$ cat src/design/lcl_pkg.sv
package lcl_pkg;

  localparam int NUM_BANKS = 4;
  localparam int CLK_MHZ   = 100;

  // minimum timings in ns, converted to whole clk cycles rounded up
  localparam int T_RP_NS   = 18;
  localparam int T_RCD_NS  = 18;
  localparam int T_WR_NS   = 15;
  localparam int T_RDAP_NS = 40;
  localparam int T_RFC_NS  = 72;
  localparam int T_MRD_NS  = 12;
  localparam int T_PDEX_NS = 10;
  localparam int T_XSR_NS  = 120;

  localparam logic [7:0] RP_CYC   = 8'((T_RP_NS * CLK_MHZ + 999) / 1000);
  localparam logic [7:0] RCD_CYC  = 8'((T_RCD_NS * CLK_MHZ + 999) / 1000);
  localparam logic [7:0] WR_CYC   = 8'((T_WR_NS * CLK_MHZ + 999) / 1000);
  localparam logic [7:0] RDAP_CYC = 8'((T_RDAP_NS * CLK_MHZ + 999) / 1000);
  localparam logic [7:0] RFC_CYC  = 8'((T_RFC_NS * CLK_MHZ + 999) / 1000);
  localparam logic [7:0] MRD_CYC  = 8'((T_MRD_NS * CLK_MHZ + 999) / 1000);
  localparam logic [7:0] PDEX_CYC = 8'((T_PDEX_NS * CLK_MHZ + 999) / 1000);
  localparam logic [7:0] XSR_CYC  = 8'((T_XSR_NS * CLK_MHZ + 999) / 1000);

  // bit positions inside the synchronised pin vector
  localparam int PIN_CK   = 8;
  localparam int PIN_CKE  = 7;
  localparam int PIN_CS   = 6;
  localparam int PIN_RAS  = 5;
  localparam int PIN_CAS  = 4;
  localparam int PIN_WE   = 3;
  localparam int PIN_BA   = 1;
  localparam int PIN_A10  = 0;
  localparam int PIN_W    = 9;

  localparam logic [PIN_W-1:0] PIN_RST     = 9'h000;
  localparam logic             CKE_RST     = 1'b0;
  localparam logic [7:0]       TMR_RST     = 8'h00;

  typedef enum logic [2:0] {
    CMD_NOP, CMD_BST, CMD_READ, CMD_WRITE,
    CMD_ACT, CMD_PRE, CMD_REF, CMD_MRS
  } lcl_cmd_e;

  typedef enum logic [2:0] {
    BK_IDLE, BK_ACTIVATING, BK_ACTIVE, BK_WR_RECOVER,
    BK_READ_AP, BK_WRITE_AP, BK_PRECHARGING
  } lcl_bank_e;

  typedef enum logic [2:0] {
    DEV_NORMAL, DEV_REFRESH, DEV_MODE_SET, DEV_SELF_REFRESH,
    DEV_SR_EXIT, DEV_POWER_DOWN, DEV_PD_EXIT
  } lcl_dev_e;

  function automatic lcl_cmd_e decode_cmd(input logic cs_n,
                                          input logic ras_n,
                                          input logic cas_n,
                                          input logic we_n);
    lcl_cmd_e c;
    c = CMD_NOP;
    if (!cs_n)
    begin
      unique case ({ras_n, cas_n, we_n})
        3'h7: c = CMD_NOP;
        3'h6: c = CMD_BST;
        3'h5: c = CMD_READ;
        3'h4: c = CMD_WRITE;
        3'h3: c = CMD_ACT;
        3'h2: c = CMD_PRE;
        3'h1: c = CMD_REF;
        3'h0: c = CMD_MRS;
      endcase
    end
    return c;
  endfunction : decode_cmd

endpackage : lcl_pkg

$ cat src/design/lcl_bank_if.sv
`timescale 1ns/1ps
interface lcl_bank_if;
  logic                stb;
  lcl_pkg::lcl_cmd_e   cmd;
  logic                auto_pre;
  logic [1:0]          ba;
  wire  [3:0]          illegal;
  wire  [3:0]          nop;
  wire  [3:0]          take;
  wire  [3:0]          idle;

  modport ctl  (output stb, cmd, auto_pre, ba,
                input  illegal, nop, take, idle);
  modport bank (input  stb, cmd, auto_pre, ba,
                output illegal, nop, take, idle);
endinterface : lcl_bank_if

$ cat src/design/lcl_command_legality.sv
`timescale 1ns/1ps
module lcl_command_legality (
  input  wire logic       clk,
  input  wire logic       rstn,
  input  wire logic       ck,
  input  wire logic       cke,
  input  wire logic       cs_n,
  input  wire logic       ras_n,
  input  wire logic       cas_n,
  input  wire logic       we_n,
  input  wire logic [1:0] ba,
  input  wire logic       a10,
  output logic            cmd_seen,
  output logic            cmd_accepted,
  output logic            cmd_ignored,
  output logic            cmd_illegal,
  output logic [2:0]      cmd_code,
  output logic [2:0]      dev_state,
  output logic [3:0]      bank_idle,
  output logic            all_idle
);

  typedef struct packed {
    logic [lcl_pkg::PIN_W-1:0] s1;
    logic [lcl_pkg::PIN_W-1:0] s2;
    logic                      ck_prev;
    logic                      cke_prev;
    lcl_pkg::lcl_dev_e         dev;
    logic [7:0]                tmr;
    logic                      seen;
    logic                      acc;
    logic                      ign;
    logic                      ill;
    lcl_pkg::lcl_cmd_e         code;
  } lcl_ctl_s;

  lcl_ctl_s          q;
  lcl_ctl_s          d;
  lcl_bank_if        bus ();
  logic              rise;
  logic              cke_now;
  logic              idle_all;
  logic              bank_cmd;
  lcl_pkg::lcl_cmd_e cmd;

  genvar gi;
  generate
    for (gi = 0; gi < lcl_pkg::NUM_BANKS; gi++)
    begin : g_bank
      lcl_bank #(.IDX(gi)) u_bank (
        .clk  (clk),
        .rstn (rstn),
        .bus  (bus.bank)
      );
    end
  endgenerate

  always_comb
  begin
    d      = q;
    d.s1   = {ck, cke, cs_n, ras_n, cas_n, we_n, ba, a10};
    d.s2   = q.s1;
    d.ck_prev = q.s2[lcl_pkg::PIN_CK];
    d.seen = 1'b0;
    d.acc  = 1'b0;
    d.ign  = 1'b0;
    d.ill  = 1'b0;
    // link clock passes two sample stages (s1, s2), so a rising edge is seen two clk late
    rise     = q.s2[lcl_pkg::PIN_CK] && !q.ck_prev;
    cke_now  = q.s2[lcl_pkg::PIN_CKE];
    cmd      = lcl_pkg::decode_cmd(q.s2[lcl_pkg::PIN_CS],
                                   q.s2[lcl_pkg::PIN_RAS],
                                   q.s2[lcl_pkg::PIN_CAS],
                                   q.s2[lcl_pkg::PIN_WE]);
    idle_all = &bus.idle;
    bank_cmd = cmd inside {lcl_pkg::CMD_BST, lcl_pkg::CMD_READ,
                           lcl_pkg::CMD_WRITE, lcl_pkg::CMD_ACT,
                           lcl_pkg::CMD_PRE};
    bus.cmd      = cmd;
    bus.ba       = q.s2[lcl_pkg::PIN_BA +: 2];
    bus.auto_pre = q.s2[lcl_pkg::PIN_A10];
    bus.stb      = 1'b0;

    if (q.tmr != 8'h00)
      d.tmr = q.tmr - 8'h01;
    if (q.dev inside {lcl_pkg::DEV_REFRESH, lcl_pkg::DEV_MODE_SET,
                      lcl_pkg::DEV_SR_EXIT, lcl_pkg::DEV_PD_EXIT}
        && q.tmr <= 8'h01)
      d.dev = lcl_pkg::DEV_NORMAL;

    if (rise)
    begin
      d.seen     = 1'b1;
      d.code     = cmd;
      d.cke_prev = cke_now;
      unique case (q.dev)
        lcl_pkg::DEV_NORMAL, lcl_pkg::DEV_POWER_DOWN:
        begin
          if (!q.cke_prev || q.dev == lcl_pkg::DEV_POWER_DOWN)
          begin
            // enable low before: power-down handling
            if (cke_now)
            begin
              d.dev = lcl_pkg::DEV_PD_EXIT;
              d.tmr = lcl_pkg::PDEX_CYC;
              d.acc = 1'b1;
            end
            else
            begin
              d.dev = lcl_pkg::DEV_POWER_DOWN;
              d.ign = 1'b1;
            end
          end
          else if (!cke_now)
          begin
            // enable falling: only nop or refresh, only all idle
            if (idle_all && cmd == lcl_pkg::CMD_REF)
            begin
              d.dev = lcl_pkg::DEV_SELF_REFRESH;
              d.acc = 1'b1;
            end
            else if (idle_all && cmd == lcl_pkg::CMD_NOP)
            begin
              d.dev = lcl_pkg::DEV_POWER_DOWN;
              d.acc = 1'b1;
            end
            else
              d.ill = 1'b1;
          end
          else if (cmd == lcl_pkg::CMD_NOP)
            d.ign = 1'b1;
          else if (cmd == lcl_pkg::CMD_REF ||
                   cmd == lcl_pkg::CMD_MRS)
          begin
            if (idle_all)
            begin
              d.dev = (cmd == lcl_pkg::CMD_REF) ? lcl_pkg::DEV_REFRESH
                                                : lcl_pkg::DEV_MODE_SET;
              d.tmr = (cmd == lcl_pkg::CMD_REF) ? lcl_pkg::RFC_CYC
                                                : lcl_pkg::MRD_CYC;
              d.acc = 1'b1;
            end
            else
              d.ill = 1'b1;
          end
          else if (bank_cmd)
          begin
            // one bad bank spoils a precharge-all
            if (|bus.illegal)
              d.ill = 1'b1;
            else
            begin
              bus.stb = 1'b1;
              d.acc   = |bus.take;
              d.ign   = !(|bus.take);
            end
          end
        end
        lcl_pkg::DEV_SELF_REFRESH:
        begin
          if (!cke_now)
            d.ign = 1'b1;
          else if (cmd == lcl_pkg::CMD_NOP)
          begin
            d.dev = lcl_pkg::DEV_SR_EXIT;
            d.tmr = lcl_pkg::XSR_CYC;
            d.acc = 1'b1;
          end
          else
            d.ill = 1'b1;
        end
        lcl_pkg::DEV_REFRESH, lcl_pkg::DEV_MODE_SET,
        lcl_pkg::DEV_SR_EXIT:
        begin
          // exit setup window is checked like a busy refresh
          d.ign = (cmd == lcl_pkg::CMD_NOP);
          d.ill = (cmd != lcl_pkg::CMD_NOP);
        end
        lcl_pkg::DEV_PD_EXIT:
          d.ign = 1'b1;
        default:
          d.dev = lcl_pkg::DEV_NORMAL;
      endcase
    end
  end

  always_ff @(posedge clk)
  begin
    if (!rstn)
    begin
      q.s1       <= lcl_pkg::PIN_RST;
      q.s2       <= lcl_pkg::PIN_RST;
      q.ck_prev  <= 1'b0;
      q.cke_prev <= lcl_pkg::CKE_RST;
      q.dev      <= lcl_pkg::DEV_NORMAL;
      q.tmr      <= lcl_pkg::TMR_RST;
      q.seen     <= 1'b0;
      q.acc      <= 1'b0;
      q.ign      <= 1'b0;
      q.ill      <= 1'b0;
      q.code     <= lcl_pkg::CMD_NOP;
    end
    else
      q <= d;
  end

  assign cmd_seen     = q.seen;
  assign cmd_accepted = q.acc;
  assign cmd_ignored  = q.ign;
  assign cmd_illegal  = q.ill;
  assign cmd_code     = q.code;
  assign dev_state    = q.dev;
  assign bank_idle    = bus.idle;
  assign all_idle     = &bus.idle;

endmodule : lcl_command_legality

$ cat src/design/lcl_bank.sv
`timescale 1ns/1ps
module lcl_bank #(
  parameter int IDX = 0
) (
  input wire logic clk,
  input wire logic rstn,
  lcl_bank_if.bank bus
);

  typedef struct packed {
    lcl_pkg::lcl_bank_e st;
    logic [7:0]         tmr;
  } lcl_bank_s;

  lcl_bank_s q;
  lcl_bank_s d;
  logic      sel;
  logic      bcmd;
  logic      ill;
  logic      nopc;
  logic      go;

  always_comb
  begin
    d    = q;
    ill  = 1'b0;
    nopc = 1'b0;
    // precharge-all selects every bank regardless of ba
    sel  = (bus.ba == 2'(IDX)) ||
           (bus.cmd == lcl_pkg::CMD_PRE && bus.auto_pre);
    bcmd = bus.cmd inside {lcl_pkg::CMD_BST, lcl_pkg::CMD_READ,
                           lcl_pkg::CMD_WRITE, lcl_pkg::CMD_ACT,
                           lcl_pkg::CMD_PRE};
    if (q.tmr != 8'h00)
      d.tmr = q.tmr - 8'h01;
    unique case (q.st)
      lcl_pkg::BK_IDLE:
      begin
        nopc = (bus.cmd == lcl_pkg::CMD_PRE);
        ill  = (bus.cmd != lcl_pkg::CMD_ACT) && !nopc;
      end
      lcl_pkg::BK_ACTIVE:
        ill = (bus.cmd == lcl_pkg::CMD_ACT);
      lcl_pkg::BK_WR_RECOVER:
        ill = (bus.cmd != lcl_pkg::CMD_WRITE);
      lcl_pkg::BK_PRECHARGING:
      begin
        nopc = (bus.cmd == lcl_pkg::CMD_PRE);
        ill  = !nopc;
      end
      default:
        ill = 1'b1;
    endcase
    go = bus.stb && sel && bcmd && !ill && !nopc;
    unique case (q.st)
      lcl_pkg::BK_IDLE:
        if (go)
        begin
          d.st  = lcl_pkg::BK_ACTIVATING;
          d.tmr = lcl_pkg::RCD_CYC;
        end
      lcl_pkg::BK_ACTIVATING:
        if (q.tmr <= 8'h01)
          d.st = lcl_pkg::BK_ACTIVE;
      lcl_pkg::BK_ACTIVE, lcl_pkg::BK_WR_RECOVER:
      begin
        if (q.st == lcl_pkg::BK_WR_RECOVER && q.tmr <= 8'h01)
          d.st = lcl_pkg::BK_ACTIVE;
        if (go && bus.cmd == lcl_pkg::CMD_WRITE)
        begin
          d.st  = bus.auto_pre ? lcl_pkg::BK_WRITE_AP
                               : lcl_pkg::BK_WR_RECOVER;
          d.tmr = lcl_pkg::WR_CYC;
        end
        else if (go && bus.cmd == lcl_pkg::CMD_READ && bus.auto_pre)
        begin
          d.st  = lcl_pkg::BK_READ_AP;
          d.tmr = lcl_pkg::RDAP_CYC;
        end
        else if (go && bus.cmd == lcl_pkg::CMD_PRE)
        begin
          d.st  = lcl_pkg::BK_PRECHARGING;
          d.tmr = lcl_pkg::RP_CYC;
        end
      end
      lcl_pkg::BK_READ_AP, lcl_pkg::BK_WRITE_AP:
        if (q.tmr <= 8'h01)
        begin
          d.st  = lcl_pkg::BK_PRECHARGING;
          d.tmr = lcl_pkg::RP_CYC;
        end
      lcl_pkg::BK_PRECHARGING:
        if (q.tmr <= 8'h01)
          d.st = lcl_pkg::BK_IDLE;
      default:
        d.st = lcl_pkg::BK_IDLE;
    endcase
  end

  always_ff @(posedge clk)
  begin
    if (!rstn)
    begin
      q.st  <= lcl_pkg::BK_IDLE;
      q.tmr <= lcl_pkg::TMR_RST;
    end
    else
      q <= d;
  end

  assign bus.illegal[IDX] = sel && bcmd && ill;
  assign bus.nop[IDX]     = sel && bcmd && nopc;
  assign bus.take[IDX]    = sel && bcmd && !ill && !nopc;
  assign bus.idle[IDX]    = (q.st == lcl_pkg::BK_IDLE);

endmodule : lcl_bank

$ cat config.mk
export PLATFORM = sky130hd
export DESIGN_NAME = lcl_command_legality
export DESIGN_NICKNAME = d
export VERILOG_FILES = /design/src/design/lcl_pkg.sv /design/src/design/lcl_bank_if.sv /design/src/design/lcl_command_legality.sv /design/src/design/lcl_bank.sv
export SDC_FILE = /design/constraint.sdc
export NUM_CORES = 1
export LEC_CHECK = 0
export BUFFER_PORTS_ARGS = -buffer_cell sky130_fd_sc_hd__clkbuf_2
export CAP_MARGIN = 40
export CELL_PAD_IN_SITES_DETAIL_PLACEMENT = 0
export CELL_PAD_IN_SITES_GLOBAL_PLACEMENT = 1
export CORE_MARGIN = 3
export CORE_UTILIZATION = 40
export CTS_CLUSTER_DIAMETER = 150
export DETAILED_ROUTE_END_ITERATION = 8
export PLACE_DENSITY_LB_ADDON = 0.1
export SYNTH_ARGS = -nofsm -noshare
export SYNTH_HDL_FRONTEND = slang
export SYNTH_SLANG_ARGS = --single-unit
$ cat constraint.sdc
create_clock -name clk -period 3.31 [get_ports clk]
set_clock_uncertainty 0.1 [all_clocks]
set_input_delay 0.331 -clock clk [delete_from_list [all_inputs] [get_ports clk]]
set_output_delay 0.331 -clock clk [all_outputs]
set_load 0.005 [all_outputs]
==> impl_metrics.env <==
export IMPL_status="completed"
export IMPL_rsz0062_at_grt="true"
export IMPL_rr_startpoint="q[26]"
export IMPL_h_tree_depth=3
export IMPL_regArea_mm2=0.00164
export IMPL_numCtsBuffers=9
export IMPL_worstPathRequired_ns=3.49
export IMPL_synth_warnings=0
export IMPL_fillers=1269
export IMPL_maxSlewViolCount=0
export IMPL_max_slew_margin_rel_pct=53.3
export IMPL_start_util_pct=41.8
export IMPL_ant_nets=0
export IMPL_gp_congestion=0.865
export IMPL_yosysSeqAreaShare_pct=30.4
export IMPL_holdPathEnd="d[21]"
export IMPL_r2r_setup_slack_ns=0.16
export IMPL_max_cap_violations=0
export IMPL_grt_pass1_vias=4872
export IMPL_core_mm2=0.0129
export IMPL_die_h_um=122
export IMPL_worstHoldPathType="primary input to flip-flop"
export IMPL_critPathCaptureType="flip-flop"
export IMPL_pin_count=26
export IMPL_final_common_cell="dfxtp_1"
export IMPL_cts_root_buffer="clkbuf_16"
export IMPL_hold_depth=2
export IMPL_async_flop_share_pct=0
export IMPL_multi_input_area_mm2=0.00350
export IMPL_synth_compound_area_share_pct=21.2
export IMPL_fin_ws_ns=0.163
export IMPL_num_rows=41
export IMPL_synth_top_family_by_area="simple AND/OR/NAND/NOR gates"
export IMPL_grt_pass1_wl_um=23500
export IMPL_gr_total_overflow=0
export IMPL_cp_startpoint="q[26]"
export IMPL_crit_fanout=13
export IMPL_wire_per_inst_um=15.8
export IMPL_fmax_mhz=318
export IMPL_setup_viol=0
export IMPL_numClockSinks=82
export IMPL_drc=0
export IMPL_yosys_area_share_simple_pct=28.9
export IMPL_post_place_ws_ns=0.0477
export IMPL_tightest_slew_ns=0.691
export IMPL_numPortBuffers=25
export IMPL_worstRegToRegCells=10
export IMPL_cellLeakagePower_nw=2.45
export IMPL_grt_max_degree=44
export IMPL_wirelength_um=14300
export IMPL_cellPowerDensity_mw_per_mm2=696
export IMPL_clockBufferDepth=2
export IMPL_avgViaCountPerCell=5.66
export IMPL_hold_viol_final=0
export IMPL_syn_inst=693
export IMPL_initialDrtViolationCount=325
export IMPL_synth_enable_flop_cells=0
export IMPL_avgSynthCellArea_um2=7.80
export IMPL_dieArea_mm2=0.0149
export IMPL_tritoncts="done"
export IMPL_synthMuxAreaShare_pct=1.48
export IMPL_synth_fa_ha_area_share_pct=6.02
export IMPL_hold_start="ba[0]"
export IMPL_synth_seq_cells=82
export IMPL_vias=5118
export IMPL_syn2layout_area_growth_pct=15.0
export IMPL_peakVddDrop_uv=357
export IMPL_synthFlopType="dfxtp_1"
export IMPL_dp_hpwl_um=10700
export IMPL_syn_cell_area_mm2=0.00540
export IMPL_layout_common_cells="dfxtp_1, nor2_1, nand2_1"
export IMPL_cts_clk_slew_worst_paths_ns=0.06
export IMPL_crit_reg2reg_capture="g_bank[2].u_bank.q[7]"
export IMPL_drive_gt1_share_pct=13.1
export IMPL_nNetsFinal=765
export IMPL_drt_first_pass_iters=4
export IMPL_synth_xor_area_share_pct=6.48
export IMPL_ys_types=74
export IMPL_diodes=0
export IMPL_startpoint_type="flip-flop"
export IMPL_critical_path_arrival_ns=3.33
export IMPL_grt_use_total_pct=19.6
export IMPL_period_share_pct=95.1
export IMPL_insertion_delay_ns=0.34
export IMPL_place_area_mm2=0.00582
export IMPL_die_x_um=122
export IMPL_antenna_found_initial=0
export IMPL_crit_type="flip-flop to flip-flop"
export IMPL_synth_nets=730
export IMPL_period_needed_ns=3.15
export IMPL_post_route_cell_area_mm2=0.00621
-- metrics by stage --
step / utilization [%] / hold WS [ns] / setup TNS, ns / cells / power (mW)
4_1_cts: 47.6 / 0.0777 / 0 / 903 / 4.36
2_1_floorplan: - / 0.252 / 0 / 693 / 2.85
5_1_grt: 48.1 / 0.0919 / -0.0361 / 905 / 4.69
6_report: 48.1 / 0.0906 / 0 / 905 / 4.33
3_3_place_gp: 45.0 / 0.264 / 0 / 887 / 3.15
3_5_place_dp: 45.0 / 0.274 / 0 / 887 / 3.21
-- power breakdown --
part,total (mW),switching (mW),internal (mW)
logic,1.78,0.979,0.801
registers,1.43,0.215,1.21
clock network,1.12,0.427,0.692
total,4.33,1.62,2.71
-- routing by layer --
layer,GRT usage (%),vias to the layer above,share of wire (%)
met2,31.8,110,46
met1,26.4,2422,48
met3,2.90,21,3.5
li1,-,2565,-
met5,0,-,0
met4,7.56,0,1.8
-- Yosys cell counts (all sizes together) (9+ instances only) --
library cell   n  area, um^2
a21oi         46         230
a31oi          9        56.3
and2          18         113
buf           10        75.1
clkbuf        27         103
dfxtp         82        1640
ha            26         325
inv           31         116
nand2         66         248
nand2b         9        56.3
nand3         22         110
nand4         13        81.3
nor2          68         255
nor2b         14        87.6
nor3          31         155
nor4          10        81.3
o211ai        13        97.6
o21a          10        75.1
o21ai         30         150
or3           11        68.8
xnor2         25         219
xor2          15         131
-- sequential cells by signal (all words and copies together), names as in the netlist, named ones only --
name,count
d,10
cmd_accepted,1
bus.ba,2
bus.auto_pre,1
q,11
g_bank.u_bank.q,44
cke_now,1
dev_state,3
cmd_illegal,1
cmd_ignored,1
cmd_code,3
cmd_seen,1
-- cell type report --
type	instances	area share [%]
sequential	82	26.4
timing repair buffer	61	6.36
multi-input combinational	542	56.4
tap	172	3.46
clock inverter	6	1.57
clock buffer	10	3.85
inverter	32	1.93
-- worst max-delay path: stages (launching register included) --
cell       delay [ns]
dfxtp_1          0.41
nor4b_1          0.66
a2111oi_0        0.17
a211oi_1         0.32
nor2b_2          0.47
nor4_2           0.11
buf_4            0.17
o211ai_1         0.24
o211ai_1         0.14
buf_4            0.19
nor2_1           0.10
-- worst max-delay path by stage --
stage / endpoint
after global placement: g_bank[1].u_bank.q[4]
after global routing: g_bank[2].u_bank.q[6]
final: g_bank[2].u_bank.q[7]
after CTS: g_bank[1].u_bank.q[3]
after floorplan: g_bank[1].u_bank.q[8]
after detailed placement: g_bank[1].u_bank.q[3]
-- cell families after synthesis --
logic type,Yosys count
xor gates and xnor gates,40
AOI/OAI and AO/OA,170
muxes,8
DFF,82
buffers and inverters,69
adders and majority gates,26
and+or+nand+nor,298
-- what timing repair did --
action / 4_1_cts / 5_1_grt
buffers inserted: 0 / 2
hold buffers: 0 / 0
setup endpoints to repair: 0 / 23
gates resized for setup: 0 / 8
Note: power is estimated with default switching activity, not from simulation.
